`src/hdl/bb_seg_regs.svh`:
```
// Constants for the baseband RTP segmenter: addresses, fields, sizes
`ifndef BB_SEG_REGS_SVH
`define BB_SEG_REGS_SVH

// ----------------------------------------------------------------
// Addressing
// ----------------------------------------------------------------
`define BB_MCAST_ADDR 32'hef003330
`define BB_PORT_BASE 16'h7530
`define BB_PIPE_MAX 6'h3f

// ----------------------------------------------------------------
// RTP header field values
// ----------------------------------------------------------------
`define BB_RTP_VERSION 2'h2
`define BB_PAYLOAD_TYPE 7'h4e
`define BB_CSRC_COUNT 4'h0
`define BB_PADDING 1'h0

// ----------------------------------------------------------------
// Frame time fields
// ----------------------------------------------------------------
`define BB_SEC_BITS 22
`define BB_NS_HI 29
`define BB_NS_LO 20
`define BB_NS_MAX 32'h3b9ac9ff

// ----------------------------------------------------------------
// Packet sizes in bytes
// ----------------------------------------------------------------
`define BB_MTU 16'h05dc
`define BB_IP_HDR 16'h0014
`define BB_UDP_HDR 16'h0008
`define BB_RTP_HDR 16'h000c
`define BB_EXT_HDR 16'h0014
`define BB_PAY_PLAIN (`BB_MTU - `BB_IP_HDR - `BB_UDP_HDR - `BB_RTP_HDR)
`define BB_PAY_SIGNED (`BB_PAY_PLAIN - `BB_EXT_HDR)

`endif

```
`src/hdl/bb_seg_pkg.sv`:
```
// Types shared by the baseband RTP segmenter
package bb_seg_pkg;

	// ------------------------------------------------------------
	// Descriptor of one complete baseband structure
	// ------------------------------------------------------------
	typedef struct packed {
		logic [31:0] length;
		logic [31:0] seconds;
		logic [31:0] nanosec;
		logic [5:0] pipe;
		logic signed_ext;
	} desc_t;

	// ------------------------------------------------------------
	// Header of one emitted multicast packet
	// ------------------------------------------------------------
	typedef struct packed {
		logic [31:0] dst_addr;
		logic [15:0] dst_port;
		logic [1:0] version;
		logic padding;
		logic extension;
		logic [3:0] csrc_count;
		logic marker;
		logic [6:0] payload_type;
		logic [15:0] seq_num;
		logic [31:0] timestamp;
		logic [31:0] ssrc;
		logic [15:0] payload_len;
	} hdr_t;

	// ------------------------------------------------------------
	// One payload byte on the output stream
	// ------------------------------------------------------------
	typedef struct packed {
		logic [7:0] data;
		logic first;
		logic last;
	} beat_t;

	typedef enum logic [1:0] {
		ST_IDLE = 2'b00,
		ST_HEAD = 2'b01,
		ST_DATA = 2'b10
	} seg_state_t;

endpackage : bb_seg_pkg

```
`src/hdl/baseband_rtp_segmenter.sv`:
```
// Baseband structure to RTP multicast packet segmenter with its FIFO
//
// Summary of operation
// Timestamp: 22 seconds LSBs, nanoseconds bits 20-29
// Destination 239.0.51.48, port 30000 plus pipe
// Marker set only on first packet of set
// Same timestamp on every packet of set
// SSRC is byte length first, else zero
// Payload type is always 78
// CSRC count is always zero
// Extension bit set only when signing extension present
// Padding and sequence follow base RTP protocol
// Payloads are contiguous fragments forming one set
// Segment complete structures; each packet fits MTU
// Receiver resequences packets by sequence number (the consumer model does not reorder; any out-of-order number is a gap)
// Receiver accumulates until SSRC byte count reached
// Receiver discards structure on gap or early marker
// Nanoseconds within 999,999,999; seconds are 32 LSBs
// After discard receiver waits for next marker
// Sequence number per pipe increments, wraps 65536
// Receiver flags an error on each discard
`timescale 1ns/100ps
`include "bb_seg_regs.svh"

// ----------------------------------------------------------------
// Byte FIFO with registered flags
// ----------------------------------------------------------------
module bb_byte_fifo #(
	parameter int WIDTH = 8,
	parameter int DEPTH = 16
) (
	input wire logic clk, // System clock
	input wire logic rst_n, // Asynchronous reset, active low
	input wire logic in_valid, // Write request
	output logic in_ready, // Room for one word
	input wire logic [WIDTH-1:0] in_data, // Write data
	output logic out_valid, // Word available
	input wire logic out_ready, // Read request
	output logic [WIDTH-1:0] out_data // Oldest word
);
	localparam int AW = $clog2(DEPTH);
	logic [WIDTH-1:0] mem [DEPTH];
	logic [AW-1:0] wr_ptr;
	logic [AW-1:0] rd_ptr;
	logic [AW:0] count;
	wire push = in_valid && in_ready;
	wire pop = out_valid && out_ready;
	wire [AW:0] next_count = count + (AW+1)'(push) - (AW+1)'(pop);

	assign out_data = mem[rd_ptr];

	// Storage write
	always_ff @(posedge clk) begin
		if (push) begin
			mem[wr_ptr] <= in_data;
		end
	end

	// Pointers, fill level and flags
	always_ff @(posedge clk or negedge rst_n) begin
		if (!rst_n) begin
			wr_ptr <= '0;
			rd_ptr <= '0;
			count <= '0;
			in_ready <= 1'b1;
			out_valid <= 1'b0;
		end else begin
			wr_ptr <= push ? wr_ptr + 1'b1 : wr_ptr;
			rd_ptr <= pop ? rd_ptr + 1'b1 : rd_ptr;
			count <= next_count;
			in_ready <= next_count < (AW+1)'(DEPTH);
			out_valid <= next_count != '0;
		end
	end
endmodule : bb_byte_fifo

// ----------------------------------------------------------------
// Segmenter top
// ----------------------------------------------------------------
module baseband_rtp_segmenter (
	input wire logic SYS_CLK, // 40 MHz system clock
	input wire logic ARST_N, // Asynchronous reset, active low
	input wire logic DESC_VALID, // Complete structure announced
	input wire bb_seg_pkg::desc_t DESC, // Length, time, pipe, signing
	output logic DESC_READY, // Descriptor accepted when high
	input wire logic IN_VALID, // Structure byte valid
	input wire logic [7:0] IN_DATA, // Structure byte
	output logic IN_READY, // FIFO has room
	output logic OUT_VALID, // Payload byte valid
	output bb_seg_pkg::beat_t OUT_BEAT, // Payload byte and packet bounds
	input wire logic OUT_READY, // Consumer takes byte
	output bb_seg_pkg::hdr_t OUT_HDR // Header of current packet
);
	bb_seg_pkg::seg_state_t state;
	bb_seg_pkg::desc_t desc_q;
	logic [31:0] total_left;
	logic [15:0] pkt_left;
	logic first_pkt;
	logic beat_first;
	logic [15:0] seq_tab [64];
	logic fifo_valid;
	logic [7:0] fifo_data;

	// Frame identification from emission time
	function automatic logic [31:0] frame_ts(input logic [31:0] sec,
		input logic [31:0] ns);
		frame_ts = {sec[`BB_SEC_BITS-1:0], ns[`BB_NS_HI:`BB_NS_LO]};
	endfunction : frame_ts

	// ------------------------------------------------------------
	// Segment sizing and handshake decode
	// ------------------------------------------------------------
	wire [15:0] max_pay = desc_q.signed_ext ? `BB_PAY_SIGNED : `BB_PAY_PLAIN;
	wire [15:0] seg_len = (total_left < {16'h0, max_pay}) ?
		total_left[15:0] : max_pay;
	wire [15:0] cur_seq = seq_tab[desc_q.pipe];
	wire desc_take = DESC_VALID && DESC_READY;
	wire head_go = (state == bb_seg_pkg::ST_HEAD) && !OUT_VALID;
	wire take_byte = (state == bb_seg_pkg::ST_DATA) && fifo_valid &&
		(!OUT_VALID || OUT_READY);
	wire pkt_end = take_byte && (pkt_left == 16'h0001);
	wire set_end = pkt_end && (total_left == 32'h0000_0001);
	wire [31:0] ns_in = (DESC.nanosec > `BB_NS_MAX) ?
		`BB_NS_MAX : DESC.nanosec;

	// Structure bytes wait here until the segmenter drains them
	bb_byte_fifo #(.WIDTH(8), .DEPTH(16)) u_fifo (
		.clk(SYS_CLK),
		.rst_n(ARST_N),
		.in_valid(IN_VALID),
		.in_ready(IN_READY),
		.in_data(IN_DATA),
		.out_valid(fifo_valid),
		.out_ready(take_byte),
		.out_data(fifo_data)
	);

	// ------------------------------------------------------------
	// Sequencing of one segment set
	// ------------------------------------------------------------
	always_ff @(posedge SYS_CLK or negedge ARST_N) begin
		if (!ARST_N) begin
			state <= bb_seg_pkg::ST_IDLE;
			DESC_READY <= 1'b1;
			desc_q <= '0;
			total_left <= '0;
			pkt_left <= '0;
			first_pkt <= 1'b0;
		end else begin
			case (state)
				bb_seg_pkg::ST_IDLE: begin
					if (desc_take) begin
						desc_q <= DESC;
						desc_q.nanosec <= ns_in;
						total_left <= DESC.length;
						first_pkt <= 1'b1;
						if (DESC.length != 32'h0) begin
							DESC_READY <= 1'b0;
							state <= bb_seg_pkg::ST_HEAD;
						end
					end
				end
				bb_seg_pkg::ST_HEAD: begin
					if (head_go) begin
						pkt_left <= seg_len;
						state <= bb_seg_pkg::ST_DATA;
					end
				end
				bb_seg_pkg::ST_DATA: begin
					if (take_byte) begin
						pkt_left <= pkt_left - 16'h0001;
						total_left <= total_left - 32'h0000_0001;
					end
					if (pkt_end) begin
						first_pkt <= 1'b0;
						state <= set_end ? bb_seg_pkg::ST_IDLE :
							bb_seg_pkg::ST_HEAD;
						DESC_READY <= set_end;
					end
				end
				default: begin
					state <= bb_seg_pkg::ST_IDLE;
					DESC_READY <= 1'b1;
				end
			endcase
		end
	end

	// Per-pipe sequence counters, advanced once per packet
	always_ff @(posedge SYS_CLK or negedge ARST_N) begin
		if (!ARST_N) begin
			for (int i = 0; i < 64; i++) begin
				seq_tab[i] <= '0;
			end
		end else if (head_go) begin
			seq_tab[desc_q.pipe] <= cur_seq + 16'h0001;
		end
	end

	// ------------------------------------------------------------
	// Header built at the start of each packet
	// ------------------------------------------------------------
	always_ff @(posedge SYS_CLK or negedge ARST_N) begin
		if (!ARST_N) begin
			OUT_HDR <= '0;
		end else if (head_go) begin
			OUT_HDR.dst_addr <= `BB_MCAST_ADDR;
			OUT_HDR.dst_port <= `BB_PORT_BASE +
				{10'h0, desc_q.pipe};
			OUT_HDR.version <= `BB_RTP_VERSION;
			OUT_HDR.padding <= `BB_PADDING;
			OUT_HDR.extension <= desc_q.signed_ext;
			OUT_HDR.csrc_count <= `BB_CSRC_COUNT;
			OUT_HDR.marker <= first_pkt;
			OUT_HDR.payload_type <= `BB_PAYLOAD_TYPE;
			OUT_HDR.seq_num <= cur_seq;
			OUT_HDR.timestamp <= frame_ts(desc_q.seconds,
				desc_q.nanosec); // see
			OUT_HDR.ssrc <= first_pkt ? desc_q.length : 32'h0;
			OUT_HDR.payload_len <= seg_len;
		end
	end

	// First-byte marker for the packet in progress
	always_ff @(posedge SYS_CLK or negedge ARST_N) begin
		if (!ARST_N) begin
			beat_first <= 1'b0;
		end else if (head_go) begin
			beat_first <= 1'b1;
		end else if (take_byte) begin
			beat_first <= 1'b0;
		end
	end

	// ------------------------------------------------------------
	// Output byte register
	// ------------------------------------------------------------
	always_ff @(posedge SYS_CLK or negedge ARST_N) begin
		if (!ARST_N) begin
			OUT_VALID <= 1'b0;
			OUT_BEAT <= '0;
		end else if (take_byte) begin
			OUT_VALID <= 1'b1;
			OUT_BEAT <= '{data: fifo_data, first: beat_first,
				last: pkt_left == 16'h0001};
		end else if (OUT_READY) begin
			OUT_VALID <= 1'b0;
		end
	end

	// ------------------------------------------------------------
	// Checks
	// ------------------------------------------------------------
	AST_TIMESTAMP: assert property (@(posedge SYS_CLK) disable iff (!ARST_N)
		head_go |=> OUT_HDR.timestamp == frame_ts($past(desc_q.seconds),
		$past(desc_q.nanosec)))
		else $error("Timestamp does not match frame time");
	AST_DEST: assert property (@(posedge SYS_CLK) disable iff (!ARST_N)
		OUT_VALID |-> OUT_HDR.dst_addr == `BB_MCAST_ADDR &&
		OUT_HDR.dst_port >= `BB_PORT_BASE &&
		OUT_HDR.dst_port <= `BB_PORT_BASE + 16'h003f)
		else $error("Destination address or port wrong");
	AST_MARKER_CONT: assert property (@(posedge SYS_CLK) disable iff (!ARST_N)
		head_go && !first_pkt |=> !OUT_HDR.marker)
		else $error("Marker set on continuation packet");
	AST_TS_STABLE: assert property (@(posedge SYS_CLK) disable iff (!ARST_N)
		head_go && !first_pkt |=> $stable(OUT_HDR.timestamp))
		else $error("Timestamp changed within a set");
	AST_SSRC: assert property (@(posedge SYS_CLK) disable iff (!ARST_N)
		OUT_VALID |-> (OUT_HDR.marker || OUT_HDR.ssrc == 32'h0))
		else $error("SSRC not zero on continuation packet");
	AST_PTYPE: assert property (@(posedge SYS_CLK) disable iff (!ARST_N)
		OUT_VALID |-> OUT_HDR.payload_type == 7'h4e &&
		OUT_HDR.csrc_count == 4'h0) // see
		else $error("Payload type or CSRC count wrong");
	AST_EXT: assert property (@(posedge SYS_CLK) disable iff (!ARST_N)
		head_go |=> OUT_HDR.extension == $past(desc_q.signed_ext))
		else $error("Extension bit does not follow signing");
	AST_LAST: assert property (@(posedge SYS_CLK) disable iff (!ARST_N)
		pkt_end |=> OUT_VALID && OUT_BEAT.last)
		else $error("Packet end not marked on output");
	AST_MTU: assert property (@(posedge SYS_CLK) disable iff (!ARST_N)
		OUT_VALID |-> OUT_HDR.payload_len != 16'h0 &&
		OUT_HDR.payload_len <= `BB_PAY_PLAIN)
		else $error("Packet payload exceeds MTU room");
	AST_NS_RANGE: assert property (@(posedge SYS_CLK) disable iff (!ARST_N)
		state != bb_seg_pkg::ST_IDLE |-> desc_q.nanosec <= `BB_NS_MAX)
		else $error("Nanoseconds out of range");
	AST_SEQ: assert property (@(posedge SYS_CLK) disable iff (!ARST_N)
		head_go |=> OUT_HDR.seq_num == $past(cur_seq) &&
		seq_tab[$past(desc_q.pipe)] == $past(cur_seq) + 16'h0001)
		else $error("Sequence number did not advance by one");

endmodule : baseband_rtp_segmenter

```
`config.mk`:
```
export PLATFORM = sky130hd
export DESIGN_NAME = baseband_rtp_segmenter
export DESIGN_NICKNAME = d
export VERILOG_FILES = /design/src/hdl/bb_seg_pkg.sv /design/src/hdl/baseband_rtp_segmenter.sv
export VERILOG_INCLUDE_DIRS = /design/src /design/src/hdl
export SDC_FILE = /design/constraint.sdc
export NUM_CORES = 2
export LEC_CHECK = 0
export ABC_AREA = 0
export BUFFER_PORTS_ARGS = -buffer_cell sky130_fd_sc_hd__buf_2
export CORE_MARGIN = 2
export CORE_UTILIZATION = 45
export DETAILED_ROUTE_END_ITERATION = 16
export SETUP_SLACK_MARGIN = 0.02
export SLEW_MARGIN = 20
export SYNTH_ARGS = -nofsm -noshare
export SYNTH_HDL_FRONTEND = slang
export SYNTH_SLANG_ARGS = --single-unit
```
`constraint.sdc`:
```
create_clock -name SYS_CLK -period 8.3 [get_ports SYS_CLK]
set_input_delay 1.66 -clock SYS_CLK [delete_from_list [all_inputs] [get_ports SYS_CLK]]
set_output_delay 1.66 -clock SYS_CLK [all_outputs]
set_load 0.03 [all_outputs]
```
After elaboration in Yosys (flattened, before gate mapping). Memories as Yosys holds them, arrays and structs flattened. A register that Yosys moved wholly into a read port is not among the register bits. Cells that the tools add are included.

Memories kept: 1. Bits in registers: 1303. Memory bits (writable): 128. Output and inout port bits: 173.

Memory list: u_fifo.mem (depth 16, bits a word 8, rd ports 1, clocked after Yosys merged registers in 1, write ports 1, RTL line baseband_rtp_segmenter.sv:42) `logic [WIDTH-1:0] mem [DEPTH];`.

Muxes and demuxes: 35. Add/subtract/negate cells: 8. Bitwise gates (word level): 2. Order comparisons: 5. Reduce and logical (&&, ||, !) cells: 25. Eq/ne operators: 9.

Operators with widths (count): 1024-bit bitwise mux (1); 16-bit binary-select mux with 6-bit select (1); 16-bit demux with 6-bit select (1); 16-bit two-way mux (6); 32-bit two-way mux (3); 32-bit case mux with 2 select lines (1); 32-bit by 1-bit == test with 1-bit output, second input constant (1); 32-bit by 30-bit > comparator with 1-bit output, second input constant (1); 32-bit by 11-bit < comparator with 1-bit output (1); 16-bit case mux with 2 select lines (1); 32-bit nonzero test (1); 32-bit by 1-bit subtractor with 32-bit output, second input constant (1); 30-bit two-way mux (1); 15-bit by 6-bit adder with 16-bit output, first input constant (1); 16-bit by 1-bit adder with 16-bit output, second input constant (1); 16-bit by 1-bit == test with 1-bit output, second input constant (1); 16-bit by 1-bit subtractor with 16-bit output, second input constant (1); 1-bit two-way mux (12); 2-bit != test, second input constant (5); 1-bit logical AND (9); 3-bit AND reduction (3); 4-bit by 1-bit adder with 4-bit output, second input constant (2); 2-bit two-way mux (4); 4-bit AND reduction (2); other kinds (19) (23).

Logic depth before layout (Yosys ltp).
Word-level depth: 8. Mapped depth: 21.

Modules after synthesis. A second synthesis with hierarchy kept.

Cells, all modules: 6075. Area, all modules: 62894.1 um2.

Modules (own cells, without submodules): baseband_rtp_segmenter (cells an instance 5791, instances 1, seq. area each 31656.6 um2, area an instance 57126.0 um2); bb_byte_fifo (cells an instance 284, instances 1, seq. area each 4220.3 um2, area an instance 5768.0 um2).

Least setup slack after synthesis. OpenSTA, ideal clock, no wires.

Path kind: input to register. Start: input port OUT_READY. End: register u_fifo.out_valid. Setup slack: 4.121 ns. Data required time: 8.176 ns. Stages: 13. Arrival time: 4.055 ns. Setup time: 0.124 ns. Cells stage by stage: nand2b_1 -> nand3_1 -> clkinv_1 -> clkbuf_1 -> ha_1 -> inv_1 -> ha_1 -> fa_1 -> a21o_1 -> a21oi_1 -> xnor2_1 -> nor2_1 -> nand2_1.

Longest elaborated chain between the ends: 5.

RTL lines: start: declaration (RTL line baseband_rtp_segmenter.sv:91) `input wire logic OUT_READY,`; 1-bit logical OR (RTL line baseband_rtp_segmenter.sv:120) `(!OUT_VALID || OUT_READY);`; 1-bit logical AND (RTL line baseband_rtp_segmenter.sv:119) `wire take_byte = (state == bb_seg_pkg::ST_DATA) && fifo_valid &&`; 1-bit logical AND (RTL line baseband_rtp_segmenter.sv:47) `wire pop = out_valid && out_ready;`; net u_fifo.pop (RTL line baseband_rtp_segmenter.sv:47); 5-bit by 1-bit subtractor with 5-bit output (RTL line baseband_rtp_segmenter.sv:48) `wire [AW:0] next_count = count + (AW+1)'(push) - (AW+1)'(pop);`; net u_fifo.next_count[4] (RTL line baseband_rtp_segmenter.sv:48); 5-bit nonzero test (RTL line baseband_rtp_segmenter.sv:72) `out_valid <= next_count != '0;`; end signal: assignment (RTL line baseband_rtp_segmenter.sv:66) `out_valid <= 1'b0;`; end signal: assignment (RTL line baseband_rtp_segmenter.sv:72); end: declaration (RTL line baseband_rtp_segmenter.sv:37) `output logic out_valid,`.

The timed path passes the listed nets, and every way through them passes these cells. A chain may end at the register's enable or synchronous reset.

Worst setup path after layout.
Start: register desc_q[2] (netlist name). End: register seq_tab[260] (netlist name).

Longest elaborated chain between the ends: 6.

RTL lines: start: declaration (RTL line baseband_rtp_segmenter.sv:95) `bb_seg_pkg::desc_t desc_q;`; 6-bit inverter with 7-bit output (not written as such) * (RTL line baseband_rtp_segmenter.sv:116, baseband_rtp_segmenter.sv:196); 16-bit binary-select mux with 6-bit select (tied with other cells) (RTL line baseband_rtp_segmenter.sv:116) `wire [15:0] cur_seq = seq_tab[desc_q.pipe];`; 16-bit two-way mux (not written as such) / 1-bit logical AND (equally long branches) (RTL line baseband_rtp_segmenter.sv:116, baseband_rtp_segmenter.sv:196); 16-bit two-way mux (on tied branches) (RTL line baseband_rtp_segmenter.sv:116, baseband_rtp_segmenter.sv:196); 16-bit by 1-bit adder with 16-bit output / 16-bit demux with 6-bit select (equally long branches) (RTL line baseband_rtp_segmenter.sv:196) `seq_tab[desc_q.pipe] <= cur_seq + 16'h0001;`; 1024-bit bitwise mux * (RTL line baseband_rtp_segmenter.sv:196); end signal: indexed assignment (RTL line baseband_rtp_segmenter.sv:196); end: declaration (RTL line baseband_rtp_segmenter.sv:100) `logic [15:0] seq_tab [64];`.

Mark *: on every way between the ends. The rest lies on a longest branch, timed or not. The select of a mux whose other input is x is not followed.

==> metrics.log <==
INFO  metric status = finished clean
INFO  metric worst_setup_path_start_kind = register
INFO  metric wl_per_cell = around 25 µm
INFO  metric route.final.wire_length = just over 200000 µm
INFO  metric start_util = a little under half
INFO  metric synth.area.mux_share = between 9 and 10%
INFO  metric clk_latency = 0.80 ns
INFO  metric netlist.area_leader.share = between 40% and 50%
INFO  metric timing.fmax = between 150 and 200 MHz
INFO  metric clock-root-buffer = sky130_fd_sc_hd__clkbuf_16
INFO  metric path_clk_slew = roughly 0.060 ns
INFO  metric yosysTopAreaCell = sky130_fd_sc_hd__dfrtp_1
INFO  metric dp_hpwl = around 130000 µm
INFO  metric synthSimpleGateAreaFrac = between 10 and 15%
INFO  metric drt_drc_violations_left = 0
INFO  metric post_route_cells_drive_above_1_share = roughly 16%
INFO  metric max-vdd-ir-drop = roughly 0.00051 V
INFO  metric arrival_time_of_data_at_the_critical_path_endpoint = approximately 7.4 ns
INFO  metric yosysMostFrequentCell = sky130_fd_sc_hd__nand2_1
INFO  metric post_cts_resized = 0
INFO  metric grt_usage = 28.1%
INFO  metric maxCapViolCount = 0
INFO  metric post_synth.cell_area_avg = 10.1 µm²
INFO  metric cts_setup_buffers = 0
INFO  metric htreeDepth = 4
INFO  metric final_hold_viol_count = 0
INFO  metric timing.critical_path.to_type = register
INFO  metric cellPowerDensity = 403 nW/µm²
INFO  metric max_slew_margin = roughly 18%
INFO  metric ys_seq_elements = between 1000 and 1500
INFO  metric synthesis.area = ~65000 µm²
INFO  metric synthTopCellsByArea = sky130_fd_sc_hd__dfrtp_1 49%, sky130_fd_sc_hd__nand2_1 8.7%, sky130_fd_sc_hd__o21ai_0 7.2%
INFO  metric tns = 0 ns
INFO  metric p_leak = ~32 nW
INFO  metric yosys_warnings = 0
INFO  metric io-pin-count = between 200 and 300
INFO  metric drtPass1Iterations = 5
INFO  metric finClkSkew = about 0.036 ns
INFO  metric floorplan.core_area = ~140000 µm²
INFO  metric first_global_vias = around 48000
INFO  metric critical_path_class = reg -> reg
INFO  metric tritoncts = yes
INFO  metric drt_iter0_markers = between 4000 and 5000
INFO  metric vias_per_cell = roughly 6
INFO  metric period_minus_slack = 6.63 ns
INFO  metric grt_max_degree = 166
INFO  metric grt_antenna_before_repair = 3
INFO  metric floorplan.die.height = 384 µm
INFO  metric synthAdderAreaFrac = 0.416%
INFO  metric cts.path.max_buffers = 3
INFO  metric gpl.final_weighted_congestion = slightly below 0.9
INFO  metric io_buffers = ~250
INFO  metric synth-compound-area-share = between 10% and 20%
INFO  metric maxSlewViolCount = 0
INFO  metric ys_top_cells_by_count = 1511 x sky130_fd_sc_hd__nand2_1, 1278 x sky130_fd_sc_hd__dfrtp_1, 930 x sky130_fd_sc_hd__o21ai_0
INFO  metric timing_worst_slew_pin_value = ~1.2 ns
INFO  metric async_flop_share = between 90% and 100%
INFO  metric ys_dominant_reg_cell = sky130_fd_sc_hd__dfrtp_1
INFO  metric hp-class = reg -> reg
INFO  metric cts_sinks = approximately 1400
INFO  metric floorplan.rows = ~140
INFO  metric numCtsBuffers = around 150
INFO  metric routed-via-count = 49647
INFO  metric utilization = 50.4%
INFO  metric nNetsFinal = around 6500
INFO  metric synth_top_family_by_area = compound AO/OA/AOI/OAI gates
INFO  metric first_pass_grt_wire_length = 312000 µm
INFO  metric yosysSeqAreaShare = a little under three fifths
INFO  metric required_time_of_the_critical_path = approximately 9 ns
INFO  metric period_share = about four fifths
INFO  metric grt_setup_unrepaired = false
INFO  metric synth.lib_cells_used.distinct = approximately 100
INFO  metric synth-edff-count = 128
INFO  metric area.growth.synth_to_final = 11.3%
INFO  metric die_wd = 384 µm
INFO  metric gr-total-overflow = 0
INFO  metric postCtsHoldBufs = 0
INFO  metric synthesized_instance_count = ~6400
INFO  metric setup_violations = 0
INFO  metric detail-route-antenna-nets = 0
INFO  metric design.die.area = 147000 µm²
INFO  metric synth_xor_area_share = 0.332%
INFO  metric critPathMaxFanout = 48
==> routing by layer <==
| metal | vias up | routed length, µm | global-route usage [%] |
|---|---|---|---|
| li1 | 22403 | - | - |
| met1 | 24829 | 89100 | 39.2 |
| met2 | 1953 | 93500 | 42.9 |
| met3 | 458 | 15700 | 5.30 |
| met4 | 4 | 9040 | 11.9 |
| met5 | - | 27 | 0 |
==> stage by stage <==
stage | cells | cell area [µm²] | hold slack, ns | setup WS [ns] | total power (W)
5_1_grt | 8413 | 72200 | 0.482 | 1.64 | 0.0304
4_1_cts | 8412 | 72200 | 0.464 | 1.90 | 0.0290
2_1_floorplan | 6446 | 65000 | 0.434 | 4.12 | 0.0173
3_3_place_gp | 8135 | 67200 | 0.449 | 1.95 | 0.0219
6_report | 8413 | 72200 | 0.461 | 1.67 | 0.0291
3_5_place_dp | 8135 | 67200 | 0.450 | 1.92 | 0.0221
==> cell families (layout without fill, tap and decap cells) <==
group           count (synthesis)  count (layout)
flops                        1408            1408
simple gates                 2225            2225
compound gates               1584            1584
mux                           481             481
fa+ha+maj                      21              21
buf+inv                       673             736
xor+xnor                       22              22
other cells                     1              33
==> worst paths after layout <==
kind                                  start           end  slack [ns]  cells after the start
worst min register to register  OUT_HDR[46]   OUT_HDR[46]        0.46                      2
worst max register to register    desc_q[2]  seq_tab[260]        1.67                     11
max in group asynchronous            ARST_N     desc_q[4]        5.77                      2
worst min-delay path            OUT_HDR[46]   OUT_HDR[46]        0.46                      2
worst max-delay path              desc_q[2]  seq_tab[260]        1.67                     11
min in group asynchronous            ARST_N  seq_tab[435]        0.96                      1
==> report_power, final <==
part | total, W | internal [W] | switching, W | leakage (nW)
sequential | 0.0101 | 0.00885 | 0.00121 | 18.5
clock | 0.00683 | 0.00397 | 0.00286 | 2.50
combinational | 0.0122 | 0.00331 | 0.00887 | 11.2
==> cell type report <==
| class | instances | area [µm²] |
|---|---|---|
| fillers | 13187 | 71100 |
| flip-flops and latches | 1408 | 35900 |
| multi-input cells | 4365 | 26000 |
| clock buffers | 235 | 4690 |
| repair buffers | 431 | 2820 |
| well taps | 1903 | 2380 |
| clock inverters | 42 | 337 |
| inverters | 28 | 106 |
| diodes | 1 | 2.50 |
==> layout by cell type, fill, tap and decap left out, types with 35 or more instances in the layout <==
master,netlist,final
sky130_fd_sc_hd__or4_1,70,69
sky130_fd_sc_hd__mux4_2,71,71
sky130_fd_sc_hd__buf_4,85,170
sky130_fd_sc_hd__mux2_2,234,234
sky130_fd_sc_hd__a221o_1,50,50
sky130_fd_sc_hd__mux2i_1,175,175
sky130_fd_sc_hd__nand3_1,144,143
sky130_fd_sc_hd__buf_2,63,245
sky130_fd_sc_hd__dfrtp_1,1278,1273
sky130_fd_sc_hd__nand2_1,1511,1509
sky130_fd_sc_hd__edfxtp_1,128,128
sky130_fd_sc_hd__o2bb2ai_1,37,37
sky130_fd_sc_hd__a221oi_1,103,103
sky130_fd_sc_hd__a21oi_1,131,131
sky130_fd_sc_hd__clkbuf_1,410,35
sky130_fd_sc_hd__clkbuf_8,0,40
sky130_fd_sc_hd__o21ai_0,930,930
sky130_fd_sc_hd__nor2_1,253,252
sky130_fd_sc_hd__o21ai_1,66,66
sky130_fd_sc_hd__a22oi_1,58,58
sky130_fd_sc_hd__nor3_1,43,42
sky130_fd_sc_hd__clkbuf_16,0,160
==> worst max-delay path: stages (launching register included) <==
cell and delay (ns):
sky130_fd_sc_hd__dfrtp_4 0.78, sky130_fd_sc_hd__buf_4 0.64, sky130_fd_sc_hd__nor2b_4 0.28, sky130_fd_sc_hd__buf_4 0.32, sky130_fd_sc_hd__a221o_1 0.39, sky130_fd_sc_hd__a221oi_1 0.71, sky130_fd_sc_hd__nor3_1 0.35, sky130_fd_sc_hd__nor4_2 0.86
sky130_fd_sc_hd__nor3b_1 0.35, sky130_fd_sc_hd__xnor2_2 0.92, sky130_fd_sc_hd__buf_4 0.62, sky130_fd_sc_hd__mux2_2 0.26
==> registers in the layout, indices dropped and copies added (netlist names), 2 cells and up <==
name	flops
u_fifo.rd_ptr	4
OUT_HDR	106
pkt_left	16
OUT_BEAT	10
u_fifo.count	5
desc_q	71
seq_tab	1024
u_fifo.wr_ptr	4
state	2
u_fifo.mem	128
total_left	32
Note: power is estimated with default switching activity, not from simulation.
